## src/rtl/dbcd_pkg.sv

```systemverilog
// Constants and types shared by the disk block command decoder.
package dbcd_pkg;

  localparam logic [7:0] OP_READ = 8'h08;
  localparam logic [7:0] OP_WRITE = 8'h0A;
  localparam logic [7:0] OP_SEEK = 8'h0B;
  localparam logic [7:0] OP_USAGE = 8'h11;
  localparam logic [7:0] OP_INQUIRY = 8'h12;

  localparam int LUN_MSB = 7;
  localparam int LUN_LSB = 5;
  localparam int LBA_HI_MSB = 4;
  localparam int FLAG_BIT = 1;
  localparam int LINK_BIT = 0;
  localparam int LBA_W = 21;

  localparam int CNT_W = 9;
  localparam logic [8:0] ZERO_LEN_BLOCKS = 9'h100;
  localparam logic [8:0] ONE_BLOCK = 9'h001;

  localparam int BIG_CNT_W = 24;
  localparam int ERR_CNT_W = 8;
  localparam int RPT_W = 72;
  localparam logic [3:0] RPT_LAST_IDX = 4'h8;

  localparam int INQ_HDR_BYTES = 5;
  localparam int INQ_BYTES = 58;
  localparam int INQ_AW = 6;

  localparam logic [20:0] LBA_RST = 21'h000000;
  localparam logic [71:0] RPT_RST = 72'h0;

  typedef struct packed {
    logic [7:0] b0;
    logic [7:0] b1;
    logic [7:0] b2;
    logic [7:0] b3;
    logic [7:0] b4;
    logic [7:0] b5;
  } dbcd_cdb_t;

  typedef struct packed {
    logic blk_read;
    logic seek_move;
    logic corr_err;
    logic uncorr_err;
    logic seek_err;
  } dbcd_ev_t;

  typedef enum logic [1:0] {
    MED_READ = 2'b00,
    MED_WRITE = 2'b01,
    MED_SEEK = 2'b10
  } dbcd_med_op_t;

  typedef enum logic [2:0] {
    ST_IDLE = 3'b000,
    ST_XFER = 3'b001,
    ST_SEEK = 3'b010,
    ST_RPT = 3'b011,
    ST_IFETCH = 3'b100,
    ST_ILOAD = 3'b101,
    ST_ITX = 3'b110,
    ST_STAT = 3'b111
  } dbcd_state_t;

endpackage

```

## src/rtl/dbcd_counter.sv

```systemverilog
// Usage or error counter with sticky overflow flag.
module dbcd_counter #(
  parameter int W = 8
) (
  input wire logic mclk,
  input wire logic srst,
  input wire logic inc,
  input wire logic clr,
  output logic [W-1:0] value,
  output logic ovf
);

  logic [W-1:0] val_r;
  logic [W-1:0] val_nxt;
  logic [W-1:0] base;
  logic ovf_r;
  logic ovf_nxt;

  // An event in the clearing cycle still counts once
  always_comb begin
    base = clr ? '0 : val_r;
    val_nxt = base + {{(W-1){1'b0}}, inc};
    ovf_nxt = (clr ? 1'b0 : ovf_r) | (inc & (&base));
  end

  always_ff @(posedge mclk) begin
    if (srst) begin
      val_r <= '0;
      ovf_r <= 1'b0;
    end else begin
      val_r <= val_nxt;
      ovf_r <= ovf_nxt;
    end
  end

  assign value = val_r;
  assign ovf = ovf_r;

endmodule

```

## src/rtl/dbcd_inq_mem.sv

```systemverilog
// Inquiry data store with registered read port.
module dbcd_inq_mem #(
  parameter int DEPTH = 58,
  parameter int AW = 6
) (
  input wire logic mclk,
  input wire logic wr_en,
  input wire logic [AW-1:0] wr_addr,
  input wire logic [7:0] wr_data,
  input wire logic [AW-1:0] rd_addr,
  output logic [7:0] rd_data
);

  logic [7:0] mem [DEPTH];
  logic [7:0] q_r;

  // No reset on storage; contents are loaded before use
  always_ff @(posedge mclk) begin
    if (wr_en && (int'(wr_addr) < DEPTH)) begin
      mem[wr_addr] <= wr_data;
    end
    q_r <= (int'(rd_addr) < DEPTH) ? mem[rd_addr] : 8'h00;
  end

  assign rd_data = q_r;

endmodule

```

## src/rtl/dbcd_top.sv

```systemverilog
// Six-byte disk command decoder and executor.
// Functional notes
// - Opcode 08h reads blocks to initiator
// - Read starts at given block, then consecutive
// - Transfer length zero means 256 blocks
// - Opcode 0Ah writes initiator data to medium
// - Write from given block until count used
// - Opcode 0Bh seeks without data; byte4 reserved
// - Byte1 holds unit and high address bits
// - Opcode 11h reports five usage counters
// - Counter report clears all counters afterwards
// - Nine report bytes, most significant first
// - Enabled overflow fails next command, sense holds
// - Sense retrieval resets the usage counters
// - Overflow reporting mode bit, off at reset
// - Opcode 12h returns inquiry data
// - Zero allocation length: no data, no error
// - Inquiry ends at allocation or data end
// - Inquiry data unavailable gives check condition
// - Inquiry data starts with five-byte header
// - Overflow enable bit defaults to zero
module dbcd_top #(
  parameter int INQ_BYTES = dbcd_pkg::INQ_BYTES,
  parameter int INQ_AW = dbcd_pkg::INQ_AW
) (
  input wire logic mclk,
  input wire logic srst,
  input wire logic cdb_valid,
  output logic cdb_ready,
  input wire dbcd_pkg::dbcd_cdb_t cdb,
  output logic [2:0] cmd_lun,
  output logic cmd_flag,
  output logic cmd_link,
  output logic cmd_done,
  output logic cmd_check,
  input wire logic mode_wr,
  input wire logic mode_usage_en,
  output logic usage_en,
  output logic med_req,
  output dbcd_pkg::dbcd_med_op_t med_op,
  output logic [dbcd_pkg::LBA_W-1:0] med_lba,
  input wire logic med_done,
  input wire dbcd_pkg::dbcd_ev_t ev,
  output logic din_valid,
  input wire logic din_ready,
  output logic [7:0] din_data,
  input wire logic inq_avail,
  input wire logic inq_wr_en,
  input wire logic [INQ_AW-1:0] inq_wr_addr,
  input wire logic [7:0] inq_wr_data,
  output logic sense_valid,
  output logic [dbcd_pkg::RPT_W-1:0] sense_cnt,
  input wire logic sense_taken
);

  localparam logic [7:0] INQ_LAST = 8'(INQ_BYTES);

  dbcd_pkg::dbcd_state_t state_r;
  dbcd_pkg::dbcd_state_t state_nxt;
  dbcd_pkg::dbcd_med_op_t op_r;
  dbcd_pkg::dbcd_med_op_t op_nxt;
  logic [dbcd_pkg::LBA_W-1:0] lba_r;
  logic [dbcd_pkg::LBA_W-1:0] lba_nxt;
  logic [dbcd_pkg::CNT_W-1:0] left_r;
  logic [dbcd_pkg::CNT_W-1:0] left_nxt;
  logic [dbcd_pkg::RPT_W-1:0] rpt_r;
  logic [dbcd_pkg::RPT_W-1:0] rpt_nxt;
  logic [dbcd_pkg::RPT_W-1:0] sense_r;
  logic [dbcd_pkg::RPT_W-1:0] sense_nxt;
  logic [7:0] idx_r;
  logic [7:0] idx_nxt;
  logic [7:0] icount_r;
  logic [7:0] icount_nxt;
  logic [2:0] lun_r;
  logic [2:0] lun_nxt;
  logic flag_r;
  logic flag_nxt;
  logic link_r;
  logic link_nxt;
  logic done_r;
  logic done_nxt;
  logic check_r;
  logic check_nxt;
  logic sense_valid_r;
  logic sense_valid_nxt;
  logic usage_en_r;
  logic usage_en_nxt;
  logic cnt_clr;
  logic rpt_clr;
  logic ovf_pend;

  logic [dbcd_pkg::BIG_CNT_W-1:0] blk_cnt;
  logic [dbcd_pkg::BIG_CNT_W-1:0] seek_cnt;
  logic [dbcd_pkg::ERR_CNT_W-1:0] unc_cnt;
  logic [dbcd_pkg::ERR_CNT_W-1:0] cor_cnt;
  logic [dbcd_pkg::ERR_CNT_W-1:0] serr_cnt;
  logic [4:0] ovf_v;
  logic [dbcd_pkg::RPT_W-1:0] cnt_vec;
  logic [7:0] mem_q;
  logic [dbcd_pkg::LBA_W-1:0] cdb_lba;
  logic [7:0] cdb_len;

  dbcd_counter #(.W(dbcd_pkg::BIG_CNT_W)) u_blk (
    .mclk(mclk), .srst(srst), .inc(ev.blk_read), .clr(cnt_clr),
    .value(blk_cnt), .ovf(ovf_v[4])
  );
  dbcd_counter #(.W(dbcd_pkg::BIG_CNT_W)) u_seek (
    .mclk(mclk), .srst(srst), .inc(ev.seek_move), .clr(cnt_clr),
    .value(seek_cnt), .ovf(ovf_v[3])
  );
  dbcd_counter #(.W(dbcd_pkg::ERR_CNT_W)) u_unc (
    .mclk(mclk), .srst(srst), .inc(ev.uncorr_err), .clr(cnt_clr),
    .value(unc_cnt), .ovf(ovf_v[2])
  );
  dbcd_counter #(.W(dbcd_pkg::ERR_CNT_W)) u_cor (
    .mclk(mclk), .srst(srst), .inc(ev.corr_err), .clr(cnt_clr),
    .value(cor_cnt), .ovf(ovf_v[1])
  );
  dbcd_counter #(.W(dbcd_pkg::ERR_CNT_W)) u_serr (
    .mclk(mclk), .srst(srst), .inc(ev.seek_err), .clr(cnt_clr),
    .value(serr_cnt), .ovf(ovf_v[0])
  );

  dbcd_inq_mem #(.DEPTH(INQ_BYTES), .AW(INQ_AW)) u_inq (
    .mclk(mclk),
    .wr_en(inq_wr_en),
    .wr_addr(inq_wr_addr),
    .wr_data(inq_wr_data),
    .rd_addr(idx_r[INQ_AW-1:0]),
    .rd_data(mem_q)
  );

  // Byte order of the report and of the sense copy
  assign cnt_vec = {blk_cnt, seek_cnt, unc_cnt, cor_cnt, serr_cnt};

  // Address and length fields of the command block
  assign cdb_lba = {cdb.b1[dbcd_pkg::LBA_HI_MSB:0], cdb.b2, cdb.b3};
  assign cdb_len = cdb.b4;

  assign ovf_pend = usage_en_r & (|ovf_v);

  // Report end and sense retrieval both empty the counters
  assign rpt_clr = (state_r == dbcd_pkg::ST_RPT) & din_ready &
                   (idx_r[3:0] == dbcd_pkg::RPT_LAST_IDX);
  assign cnt_clr = rpt_clr | (sense_taken & sense_valid_r);

  always_comb begin
    state_nxt = state_r;
    op_nxt = op_r;
    lba_nxt = lba_r;
    left_nxt = left_r;
    rpt_nxt = rpt_r;
    sense_nxt = sense_r;
    idx_nxt = idx_r;
    icount_nxt = icount_r;
    lun_nxt = lun_r;
    flag_nxt = flag_r;
    link_nxt = link_r;
    done_nxt = 1'b0;
    check_nxt = check_r;
    sense_valid_nxt = sense_valid_r;
    usage_en_nxt = usage_en_r;
    if (mode_wr) begin
      usage_en_nxt = mode_usage_en;
    end
    if (sense_taken && sense_valid_r) begin
      sense_valid_nxt = 1'b0;
    end
    case (state_r)
      dbcd_pkg::ST_IDLE: begin
        if (cdb_valid) begin
          lun_nxt = cdb.b1[dbcd_pkg::LUN_MSB:dbcd_pkg::LUN_LSB];
          flag_nxt = cdb.b5[dbcd_pkg::FLAG_BIT];
          link_nxt = cdb.b5[dbcd_pkg::LINK_BIT];
          check_nxt = 1'b0;
          idx_nxt = 8'h00;
          lba_nxt = cdb_lba;
          left_nxt = (cdb_len == 8'h00) ? dbcd_pkg::ZERO_LEN_BLOCKS :
                     {1'b0, cdb_len};
          if (ovf_pend && !sense_valid_r) begin
            // The failed command is not executed at all
            sense_nxt = cnt_vec;
            sense_valid_nxt = 1'b1;
            check_nxt = 1'b1;
            state_nxt = dbcd_pkg::ST_STAT;
          end else begin
            case (cdb.b0)
              dbcd_pkg::OP_READ: begin
                op_nxt = dbcd_pkg::MED_READ;
                state_nxt = dbcd_pkg::ST_XFER;
              end
              dbcd_pkg::OP_WRITE: begin
                op_nxt = dbcd_pkg::MED_WRITE;
                state_nxt = dbcd_pkg::ST_XFER;
              end
              dbcd_pkg::OP_SEEK: begin
                // Byte 4 is ignored here
                op_nxt = dbcd_pkg::MED_SEEK;
                state_nxt = dbcd_pkg::ST_SEEK;
              end
              dbcd_pkg::OP_USAGE: begin
                rpt_nxt = cnt_vec;
                state_nxt = dbcd_pkg::ST_RPT;
              end
              dbcd_pkg::OP_INQUIRY: begin
                if (cdb_len == 8'h00) begin
                  state_nxt = dbcd_pkg::ST_STAT;
                end else if (!inq_avail) begin
                  check_nxt = 1'b1;
                  state_nxt = dbcd_pkg::ST_STAT;
                end else begin
                  icount_nxt = (cdb_len < INQ_LAST) ? cdb_len :
                               INQ_LAST;
                  state_nxt = dbcd_pkg::ST_IFETCH;
                end
              end
              default: begin
                check_nxt = 1'b1;
                state_nxt = dbcd_pkg::ST_STAT;
              end
            endcase
          end
        end
      end
      dbcd_pkg::ST_XFER: begin
        if (med_done) begin
          lba_nxt = lba_r + 21'h000001;
          left_nxt = left_r - dbcd_pkg::ONE_BLOCK;
          if (left_r == dbcd_pkg::ONE_BLOCK) begin
            state_nxt = dbcd_pkg::ST_STAT;
          end
        end
      end
      dbcd_pkg::ST_SEEK: begin
        if (med_done) begin
          state_nxt = dbcd_pkg::ST_STAT;
        end
      end
      dbcd_pkg::ST_RPT: begin
        if (din_ready) begin
          rpt_nxt = {rpt_r[dbcd_pkg::RPT_W-9:0], 8'h00};
          idx_nxt = idx_r + 8'h01;
          if (rpt_clr) begin
            state_nxt = dbcd_pkg::ST_STAT;
          end
        end
      end
      dbcd_pkg::ST_IFETCH: begin
        // Memory read takes one cycle, so each byte costs at least three
        state_nxt = dbcd_pkg::ST_ILOAD;
      end
      dbcd_pkg::ST_ILOAD: begin
        // Streaming from address zero keeps the header first
        rpt_nxt = {mem_q, rpt_r[dbcd_pkg::RPT_W-9:0]};
        state_nxt = dbcd_pkg::ST_ITX;
      end
      dbcd_pkg::ST_ITX: begin
        if (din_ready) begin
          idx_nxt = idx_r + 8'h01;
          if (idx_r == icount_r - 8'h01) begin
            state_nxt = dbcd_pkg::ST_STAT;
          end else begin
            state_nxt = dbcd_pkg::ST_IFETCH;
          end
        end
      end
      dbcd_pkg::ST_STAT: begin
        done_nxt = 1'b1;
        state_nxt = dbcd_pkg::ST_IDLE;
      end
      default: begin
        state_nxt = dbcd_pkg::ST_IDLE;
      end
    endcase
  end

  always_ff @(posedge mclk) begin
    if (srst) begin
      state_r <= dbcd_pkg::ST_IDLE;
      op_r <= dbcd_pkg::MED_READ;
      lba_r <= dbcd_pkg::LBA_RST;
      left_r <= '0;
      rpt_r <= dbcd_pkg::RPT_RST;
      sense_r <= dbcd_pkg::RPT_RST;
      idx_r <= 8'h00;
      icount_r <= 8'h00;
      lun_r <= 3'h0;
      flag_r <= 1'b0;
      link_r <= 1'b0;
      done_r <= 1'b0;
      check_r <= 1'b0;
      sense_valid_r <= 1'b0;
      usage_en_r <= 1'b0;
    end else begin
      state_r <= state_nxt;
      op_r <= op_nxt;
      lba_r <= lba_nxt;
      left_r <= left_nxt;
      rpt_r <= rpt_nxt;
      sense_r <= sense_nxt;
      idx_r <= idx_nxt;
      icount_r <= icount_nxt;
      lun_r <= lun_nxt;
      flag_r <= flag_nxt;
      link_r <= link_nxt;
      done_r <= done_nxt;
      check_r <= check_nxt;
      sense_valid_r <= sense_valid_nxt;
      usage_en_r <= usage_en_nxt;
    end
  end

  assign cdb_ready = (state_r == dbcd_pkg::ST_IDLE);
  assign med_req = (state_r == dbcd_pkg::ST_XFER) |
                   (state_r == dbcd_pkg::ST_SEEK);
  assign med_op = op_r;
  assign med_lba = lba_r;
  assign din_valid = (state_r == dbcd_pkg::ST_RPT) |
                     (state_r == dbcd_pkg::ST_ITX);
  assign din_data = rpt_r[dbcd_pkg::RPT_W-1:dbcd_pkg::RPT_W-8];
  assign cmd_lun = lun_r;
  assign cmd_flag = flag_r;
  assign cmd_link = link_r;
  assign cmd_done = done_r;
  assign cmd_check = check_r;
  assign usage_en = usage_en_r;
  assign sense_valid = sense_valid_r;
  assign sense_cnt = sense_r;

endmodule

```

## config.mk

```make
export PLATFORM = sky130hd
export DESIGN_NAME = dbcd_top
export DESIGN_NICKNAME = d
export VERILOG_FILES = /design/src/rtl/dbcd_pkg.sv /design/src/rtl/dbcd_counter.sv /design/src/rtl/dbcd_inq_mem.sv /design/src/rtl/dbcd_top.sv
export SDC_FILE = /design/constraint.sdc
export NUM_CORES = 1
export LEC_CHECK = 0
export CORE_MARGIN = 2
export CORE_UTILIZATION = 65
export CTS_BUF_LIST = sky130_fd_sc_hd__clkbuf_8
export DETAILED_ROUTE_END_ITERATION = 10
export DONT_BUFFER_PORTS = 1
export PLACE_DENSITY = 0.81
export SLEW_MARGIN = 20
export SYNTH_ARGS = -nofsm -noshare
export SYNTH_HDL_FRONTEND = slang
export SYNTH_SLANG_ARGS = --single-unit
```

## constraint.sdc

```tcl
create_clock -name mclk -period 12.1 [get_ports mclk]
set_input_delay 1.21 -clock mclk [delete_from_list [all_inputs] [get_ports mclk]]
set_output_delay 1.21 -clock mclk [all_outputs]
set_load 0.02 [all_outputs]
```

; Word-level counts from Yosys, hierarchy flattened
; Memories as Yosys holds them, arrays and structs flattened. A register that Yosys moved wholly into a read port is not among the register bits.
; Cells that the tools add are included.
[word_totals]
regBits = 281
ramBits = 464
in_bits = 77
word_cells = 165
memories = 1
[memory_table]
columns = memory, words, width, rd, rd_clocked_by_memory_dff, write_ports, line
row1 = u_inq.mem, 58, 8, 1, 1, 1, dbcd_inq_mem.sv:14  ; logic [7:0] mem [DEPTH];
[op_classes]
n_addsub = 9
n_lt_le_gt_ge = 3
eq_ne = 25
mux = 51
n_bitwise = 20
n_reduce_logical = 30
[op_table]
columns = operator, count
row1 = 2-to-1 mux 72 bit, 4
row2 = one-hot mux 72 bit (3 select lines), 1
row3 = adder 24 x 1 -> 24 bit, 2
row4 = 2-to-1 mux 24 bit, 2
row5 = 2-to-1 mux 8 bit, 6
row6 = AND reduction 24 bit, 2
row7 = 2-to-1 mux 21 bit, 2
row8 = one-hot mux 21 bit (2 select lines), 1
row9 = 2-to-1 mux 9 bit, 3
row10 = adder 8 x 1 -> 8 bit, 3
row11 = equality test 8 x 4 -> 1 bit (second input constant), 3
row12 = 2-to-1 mux 3 bit, 8
row13 = one-hot mux 3 bit (8 select lines), 1
row14 = AND reduction 8 bit, 3
row15 = adder 21 x 1 -> 21 bit (second input constant), 1
row16 = one-hot mux 9 bit (2 select lines), 1
row17 = equality test 8 x 5 -> 1 bit (second input constant), 2
row18 = != test 2 bit (second input constant), 8
row19 = one-hot mux 8 bit (2 select lines), 1
row20 = 2-to-1 mux 1 bit, 15
row21 = equality test 3 bit (second input constant), 4
row22 = < comparator 6 bit (second input constant), 2
row23 = one-hot mux 3 bit (4 select lines), 1
row24 = AND reduction 6 bit, 2
row25 = 30 further kinds, 60

; Longest topological paths before layout
; Gate-level depths: netlist of the first run.
[logic_depth]
word_depth = 8
depth_mapped = 16
ltp_nobuf = 12

; Hierarchy
; From an unflattened synthesis of the first run, not the netlist that was laid out.
[unflattened]
cells_unflattened = 2490
area_unflattened_um2 = 31475.2
[modules_own_cells]
columns = module, n_inst, cells_per_inst, area_per_inst_um2, seq_area_each_um2
row1 = dbcd_inq_mem, 1, 869, 18262.5, 14093.5
row2 = dbcd_top, 1, 1206, 9537.9, 4083.9
row3 = dbcd_counter (u_blk ...), 2, 140, 1219.9, 500.5
row4 = dbcd_counter (u_cor ...), 3, 45, 411.6, 180.2

; Worst setup path before layout of the first run
; Ideal clock, no wire load.
[synth_path]
kind = reg2reg
startpoint = reg idx_r[0]
endpoint = reg u_seek.val_r[23] (netlist: u_seek.value[23])
setup_ns = 0.070
t_arrival_ns = 3.802
t_required_ns = 12.030
setup_slack_ns = 8.227
path_stages_with_launch = 16
period_less_slack_ns = 3.873
path_cell_list = dfxtp_1 -> buf_2 -> buf_2 -> buf_2 -> inv_1 -> ha_1 -> and4b_1 -> a21oi_1 -> clkbuf_1 -> and2_1 -> ha_1 -> and4_1 -> o2111ai_1 -> or4_1 -> or3_1 -> a21oi_1
[synth_between]
elab_chain_len = 5
[synth_lines]
columns = element, line
row1 = start: declaration, dbcd_top.sv:70  ; logic [7:0] idx_r;
row2 = start signal: assignment, dbcd_top.sv:301  ; idx_r <= idx_nxt;
row3 = equality test 4 bit, dbcd_top.sv:144  ; (idx_r[3:0] == dbcd_pkg::RPT_LAST_IDX);
row4 = AND 1 bit, dbcd_top.sv:143  ; assign rpt_clr = (state_r == dbcd_pkg::ST_RPT) & din_ready &
row5 = OR 1 bit, dbcd_top.sv:145  ; assign cnt_clr = rpt_clr | (sense_taken & sense_valid_r);
row6 = 2-to-1 mux 24 bit, dbcd_counter.sv:21  ; base = clr ? '0 : val_r;
row7 = adder 24 x 1 -> 24 bit, dbcd_counter.sv:22  ; val_nxt = base + {{(W-1){1'b0}}, inc};
row8 = end signal: assignment, dbcd_counter.sv:31  ; val_r <= val_nxt;
row9 = end: declaration, dbcd_counter.sv:13  ; logic [W-1:0] val_r;
; Every way passes these cells.
; A chain may end at the register's enable or synchronous reset.

; Worst setup path in the final report of the first run
[layout_path]
startpoint = reg idx_r[1]
endpoint = reg u_blk.val_r[22] (netlist: u_blk.value[22])
[layout_between]
elab_chain_len = 5
[layout_lines]
columns = element, line
row1 = equality test 4 bit, dbcd_top.sv:144
row2 = AND 1 bit, dbcd_top.sv:143
row3 = OR 1 bit, dbcd_top.sv:145
row4 = 2-to-1 mux 24 bit, dbcd_counter.sv:21
row5 = adder 24 x 1 -> 24 bit, dbcd_counter.sv:22
row6 = end signal: assignment, dbcd_counter.sv:31
row7 = end: declaration, dbcd_counter.sv:13
; Every way passes these cells.

==> out/metrics.cfg, run 1 <==
[outcome]
run_status = completed

[die]
start_util_pct = 66.0
io_pins = 192
fp.dieH_um = 224
die-area_um2 = 50400
fp.dieW_um = 224
rows = 80
design.core.area_um2 = 47800

[detailed_routing]
post-route-drc-count = 0
first_pass_iters = 6
wl_per_cell_um = 23.6
route.vias.total = 21124
drt_iter0_markers = 2677
vias_per_cell = 6.67
routed_wl_mm = 74.7
ant_nets = 0

[power_and_ir_drop]
power.density_nw_per_um2 = 165
peakVddDrop_v = 0.000151
power_mw = 5.59
p_leak_nw = 10.7

[cells_and_area]
instances_no_fill = 3169
num-fill-cells = 3146
fin_area_um2 = 33900
fin_util_pct = 70.8
syn_to_final_growth_pct = 7.24
layout-drive-gt1-share_pct = 12.1
nets = 2565

[synth]
synth_top_area_share_pct = 44.1
synth_fp_nets = 2627
synthArstFlopShare_pct = 0
synth_top_cell_by_area = edfxtp_1
yosysWarnings = 0
ys_ff_latch = 753
synth_area_um2 = 31600
yosys-top-cells-area = edfxtp_1, dfxtp_1, mux4_2
syn_inst = 2534
ys_types = 71
synth_edf_count = 464
synth_ff_type = edfxtp_1
yosysSeqAreaShare_pct = 62.5
syn_area_per_cell_um2 = 12.5

[setup_path]
cp-end-kind = register
slowest_delay_ns = 1.00
crit_arrival_ns = 5.73
crit_top_cell = ha_1
slowest_stage = dfxtp_4
crit_type = register to register
crit_required_ns = 12.70
crit_chain = inv_1, ha_1, and4b_1, a21oi_2, buf_4, and2_1, ha_1, ha_1, nand3_1, a2111oi_2, nand4_1, xor2_1, nor2_1
critPathMaxFanout = 62
startpoint_type = register

[placed_design]
routabilityCongestion = 0.925
port_buffers = 0
place_inst = 2972
placed_area_um2 = 31700
hpwl_mm = 46.7

[cts]
clock_latency_ns = 0.74
numCtsBuffers = 113
clock-sinks = 753
max-clock-path-buffers = 3
clkTransAtPathRegs_ns = 0.06
root_buffer = clkbuf_8
cts_tree = built
h-tree-depth = 3
hold_buffers = 0
cts_setup_buffers = 0
post_cts_resized = 0

[timing]
slew_viol_final = 0
tightest_slew_ns = 1.09
setup-tns-final_ns = 0
final-setup-viol-count = 0
rsz0062_at_grt = no
final_hold_viol_count = 0
timing.final.crit_period_ns = 5.12
fmax_mhz = 195
max_slew_margin_pct = 27.4
fin_skew_ns = 0.0489
fin_crit_sh_pct = 42.3

[global_routing]
grt_pass1_wl_mm = 115
grt_max_degree = 281
overflow = 0
first_global_vias = 20617
antenna_found_initial = 1
grt_use_total_pct = 29.5

[min_path]
hold_class = register to register

[job]
maxCapViolCount = 0

[stage by stage]
step | hold WS, ns | worst slack, ns
6_report | 0.475 | 6.98
4_1_cts | 0.471 | 7.03
5_1_grt | 0.503 | 6.76
3_3_place_gp | 0.455 | 7.10
2_1_floorplan | 0.438 | 8.23
3_5_place_dp | 0.464 | 7.01
[where the power goes]
group / leakage, nW / internal [mW] / switching (mW)
logic: 2.92 / 0.239 / 0.440
registers: 6.51 / 2.79 / 0.134
clock network: 1.24 / 1.04 / 0.952
total: 10.7 / 4.07 / 1.52
[state kept, by name, indices dropped and copies added, names as in the netlist, 9 cells and up]
signal        cells
u_blk.value      24
sense_cnt        72
u_seek.value     24
rpt_r            72
u_inq.mem       464
med_lba          21
left_r            9
[area by class of cell]
type	instances	area (um^2)	area share, %
flip-flops and latches	753	19700	58.3
multi-input cells	1554	10900	32.2
clock buffers	131	1800	5.33
well taps	615	769	2.27
clock inverters	65	357	1.05
repair buffers	23	176	0.521
inverters	27	101	0.299
diodes	1	2.50	0.00739
[routing by layer]
layer / up-vias / global-route usage [%] / wire length, um
met4: 0 / 12.5 / 2870
met1: 10315 / 37.7 / 28200
met3: 220 / 6.49 / 6800
li1: 9461 / - / -
met2: 1128 / 49.0 / 36800
met5: - / 0 / 0
[placed cells by master, fill, tap and decap left out, types with 8 or more instances in the layout]
master      n
clkinv_2   14
nand2b_1   10
nand3_1    67
mux4_2     99
nand4_1    28
a21oi_1   171
mux2i_1    44
o211ai_1   15
edfxtp_1  464
a31oi_1    10
or4_1       8
nor3_1     25
inv_1      60
nor2_1    194
and2_1     18
ha_1       16
clkbuf_8  131
o221ai_1   25
o31ai_1     8
dfxtp_1   285
clkinv_1   11
nor2b_1    75
a22oi_1    86
buf_4      22
a211oi_1   10
xor2_1     55
o41ai_1    58
or3_1      18
nand3b_1   11
and3_1     16
o21ai_0   110
nand2_1   236
xnor2_1    15
and4_1      8
nor4_1     13
a22o_1      8
[cells in the mapped netlist (55+ instances only)]
master,count
mux4_2,99
a22oi_1,86
nand2_1,239
nor2_1,195
o41ai_1,58
nand3_1,67
clkbuf_1,140
xor2_1,55
dfxtp_1,289
edfxtp_1,464
nor2b_1,76
o21ai_0,110
a21oi_1,172
[critical path, delay by kind of cell (launching register included)]
kind	cells	cell delay, ns
flip-flops	1	1.00
AO/OA/AOI/OAI	2	1.46
buffers and inverters	2	0.74
XOR/XNOR	1	0.19
adder cells (fa/ha/maj)	3	0.72
AND/OR/NAND/NOR	5	0.88
[path summary, 6_finish.rpt]
| check | endpoint | startpoint | slack, ns | cells past startpoint |
|---|---|---|---|---|
| max reg2reg | u_blk.value[22]$_SDFF_PP0_ | idx_r[1]$_SDFFE_PP0P_ | 6.98 | 13 |
| min reg2reg | rpt_r[1]$_SDFFE_PP0P_ | rpt_r[1]$_SDFFE_PP0P_ | 0.47 | 2 |
| min | rpt_r[1]$_SDFFE_PP0P_ | rpt_r[1]$_SDFFE_PP0P_ | 0.47 | 2 |
| max | u_blk.value[22]$_SDFF_PP0_ | idx_r[1]$_SDFFE_PP0P_ | 6.98 | 13 |
[cells by family (layout without fill, tap and decap cells)]
| family | after synthesis | after routing | synth area share, % |
|---|---|---|---|
| AO/OA/AOI/OAI | 556 | 556 | 11.5 |
| AND/OR/NAND/NOR | 766 | 766 | 11.8 |
| buffers and inverters | 227 | 246 | 3.10 |
| adder cells (fa/ha/maj) | 16 | 16 | 0.634 |
| multiplexers | 146 | 146 | 8.56 |
| flip-flops | 753 | 753 | 62.5 |
| other | 0 | 1 | 0 |
| XOR/XNOR | 70 | 70 | 1.94 |
(Power assumes the default switching activity.)
==> run 2: changes to the inputs <==
==> constraint.sdc (replaced) <==
create_clock -name mclk -period 5.1 [get_ports mclk]
set_input_delay 0.51 -clock mclk [delete_from_list [all_inputs] [get_ports mclk]]
set_output_delay 0.51 -clock mclk [all_outputs]
set_load 0.02 [all_outputs]
==> out/metrics.cfg, run 2 (synthesis gave the netlist of run 1 again) <==
[outcome]
run_status = completed

[die]
fp.dieH_um = 224  ; unchanged
io_pins = 192  ; unchanged
die-area_um2 = 50400  ; unchanged
start_util_pct = 66.0  ; unchanged
design.core.area_um2 = 47800  ; unchanged
fp.dieW_um = 224  ; unchanged
rows = 80  ; unchanged

[global_routing]
first_global_vias = 20692  ; +0.36%
grt_pass1_wl_mm = 118  ; +2.6%
grt_max_degree = 259  ; -7.8%
overflow = 0  ; unchanged
antenna_found_initial = 0  ; -1
grt_use_total_pct = 30.4  ; +0.89 points

[min_path]
holdPathEnd = left_r[1]$_SDFFE_PP0P_
holdCritStartpoint = cdb[9]
hold_class = input port to register
holdPathStages = 2  ; unchanged

[setup_path]
crit_required_ns = 5.70  ; -7.00 ns
critPathMaxFanout = 8  ; -87%
r2r_slack_ns = 1.36  ; -5.62 ns
crit_arrival_ns = 4.34  ; -1.39 ns
ff2ff_path_depth = 12  ; -1
crit_top_cell = ha_1
cp-end-kind = register
crit_type = register to register
slowest_delay_ns = 0.90  ; -0.10 ns
timing.rr.end = u_blk.value[22]$_SDFF_PP0_
startpoint_type = register
slowest_stage = a2111oi_2
crit_family = compound AO/OA/AOI/OAI gates
r2r_start = idx_r[1]$_SDFFE_PP0P_
crit_chain = inv_1, ha_1, and4b_1, a21oi_2, and2_1, ha_1, ha_1, nand3_1, a2111oi_2, nand4_1, xor2_1, nor2_1
crit_buf_inv = 1  ; -1

[timing]
setup-tns-final_ns = 0  ; unchanged
timing.final.crit_period_ns = 3.74  ; -1.38 ns
fmax_mhz = 267  ; +37%
rsz0062_at_grt = no
final-setup-viol-count = 0  ; unchanged
slew_viol_final = 0  ; unchanged
fin_skew_ns = 0.0407  ; -0.00819 ns
max_slew_margin_pct = 22.3  ; -5.1 points
fin_crit_sh_pct = 73.3  ; +31 points
final_hold_viol_count = 0  ; unchanged
tightest_slew_ns = 1.16  ; +0.0761 ns

[power_and_ir_drop]
p_int_mw = 9.40  ; +130%
switchingPower_mw = 3.75  ; +150%
sw_frac_of_total_pct = 28.5  ; +1.2 points
seqPwrFrac_pct = 52.1  ; about the same
p_leak_nw = 10.9  ; +1.8%
power_mw = 13.2  ; +140%
peakVddDrop_v = 0.000277  ; +83%
comb_power_share_pct = 14.0  ; +1.9 points
power.density_nw_per_um2 = 384  ; +130%
clockPowerShare_pct = 34.0  ; -1.6 points

[cells_and_area]
n_antenna_cell = 0  ; -1
syn_to_final_growth_pct = 8.49
layout-drive-gt1-share_pct = 11.9  ; -0.23 points
top_register = u_inq.mem
largest_register_ffs = 464  ; unchanged
final_cell_mix = edfxtp_1, dfxtp_1, nand2_1
final_common_cell = edfxtp_1
nets = 2603  ; +1.5%

[detailed_routing]
post-route-drc-count = 0  ; unchanged
first_pass_iters = 7  ; +1
ant_nets = 0  ; unchanged
drt_iter0_markers = 2720  ; +1.6%
route.vias.total = 21391  ; +1.3%
wl_per_cell_um = 24.1  ; +2.0%
routed_wl_mm = 77.2  ; +3.3%
vias_per_cell = 6.67  ; about the same

[cts]
clock_latency_ns = 0.74  ; about the same
numCtsBuffers = 113  ; unchanged
max-clock-path-buffers = 3  ; unchanged
h-tree-depth = 3  ; unchanged
root_buffer = clkbuf_8
cts_tree = built
post_cts_resized = 0  ; unchanged
clock-sinks = 753  ; unchanged
clkTransAtPathRegs_ns = 0.06  ; about the same

[placed_design]
port_buffers = 0  ; unchanged
routabilityCongestion = 0.928  ; +0.29%
hpwl_mm = 46.6  ; -0.21%

[job]
maxCapViolCount = 0  ; unchanged

-- run 2: changes by cell type in the layout (fill, tap and decap cells not counted), moves of 4 or more --
cell           before  now
dlygate4sd3_1       0   27
inv_1              60   68
clkinv_1           11   19
clkbuf_8          131  121
buf_16              0    9
clkinv_2           14   10
-- run 2: timing repair --
item / CTS / global route
hold buffers: 36 / 0
setup buffers: 0 / 0
hold endpoints to repair: 685 / 0
-- run 2: how the worst max path moves through the flow --
stage,end,cells past startpoint,start,slack (ns)
after global placement,u_blk.value[22]$_SDFF_PP0_,12,idx_r[1]$_SDFFE_PP0P_,1.57
final,u_blk.value[22]$_SDFF_PP0_,12,idx_r[1]$_SDFFE_PP0P_,1.36
after floorplan,u_seek.value[23]$_SDFF_PP0_,15,idx_r[0]$_SDFFE_PP0P_,1.23
after detailed placement,u_blk.value[22]$_SDFF_PP0_,12,idx_r[1]$_SDFFE_PP0P_,1.40
after global routing,u_blk.value[22]$_SDFF_PP0_,12,idx_r[1]$_SDFFE_PP0P_,1.09
after CTS,u_blk.value[22]$_SDFF_PP0_,12,idx_r[1]$_SDFFE_PP0P_,1.40
-- run 2: metrics by stage --
stage	cell area (um^2)	instances	utilization (%)	setup slack [ns]	hold WS, ns
final	34300	3208	71.6	1.36	0.0405
after floorplan	31600	2534	-	1.23	0.438
after global routing	34300	3208	71.6	1.09	0.0279
after global placement	31700	2974	66.3	1.57	0.457
after detailed placement	31700	2974	66.3	1.40	0.467
after CTS	34200	3208	71.6	1.40	0.000343
-- run 2: final cells by class --
cell class | instances | area, um^2
repair buffers | 61 | 718
inverters | 27 | 101
multi-input cells | 1554 | 10900
well taps | 615 | 769
clock inverters | 77 | 345
flip-flops and latches | 753 | 19700
clock buffers | 121 | 1670
fillers | 3091 | 13600
-- run 2: power by group through the flow --
stage               logic [mW]  clock network [mW]  registers [mW]
floorplan                 1.36                   0            6.91
global placement          1.62                   0            6.96
detailed placement        1.66                   0            6.97
CTS                       1.80                4.49            6.84
global route              1.99                4.75            6.86
finish                    1.84                4.47            6.85
-- run 2: routing by layer --
metal / GRT usage, % / wire [um] / vias up
li1: - / - / 9560
met1: 38.5 / 29100 / 10492
met2: 50.9 / 38200 / 1142
met3: 6.92 / 6850 / 197
met4: 12.5 / 3000 / 0
met5: 0 / 0 / -
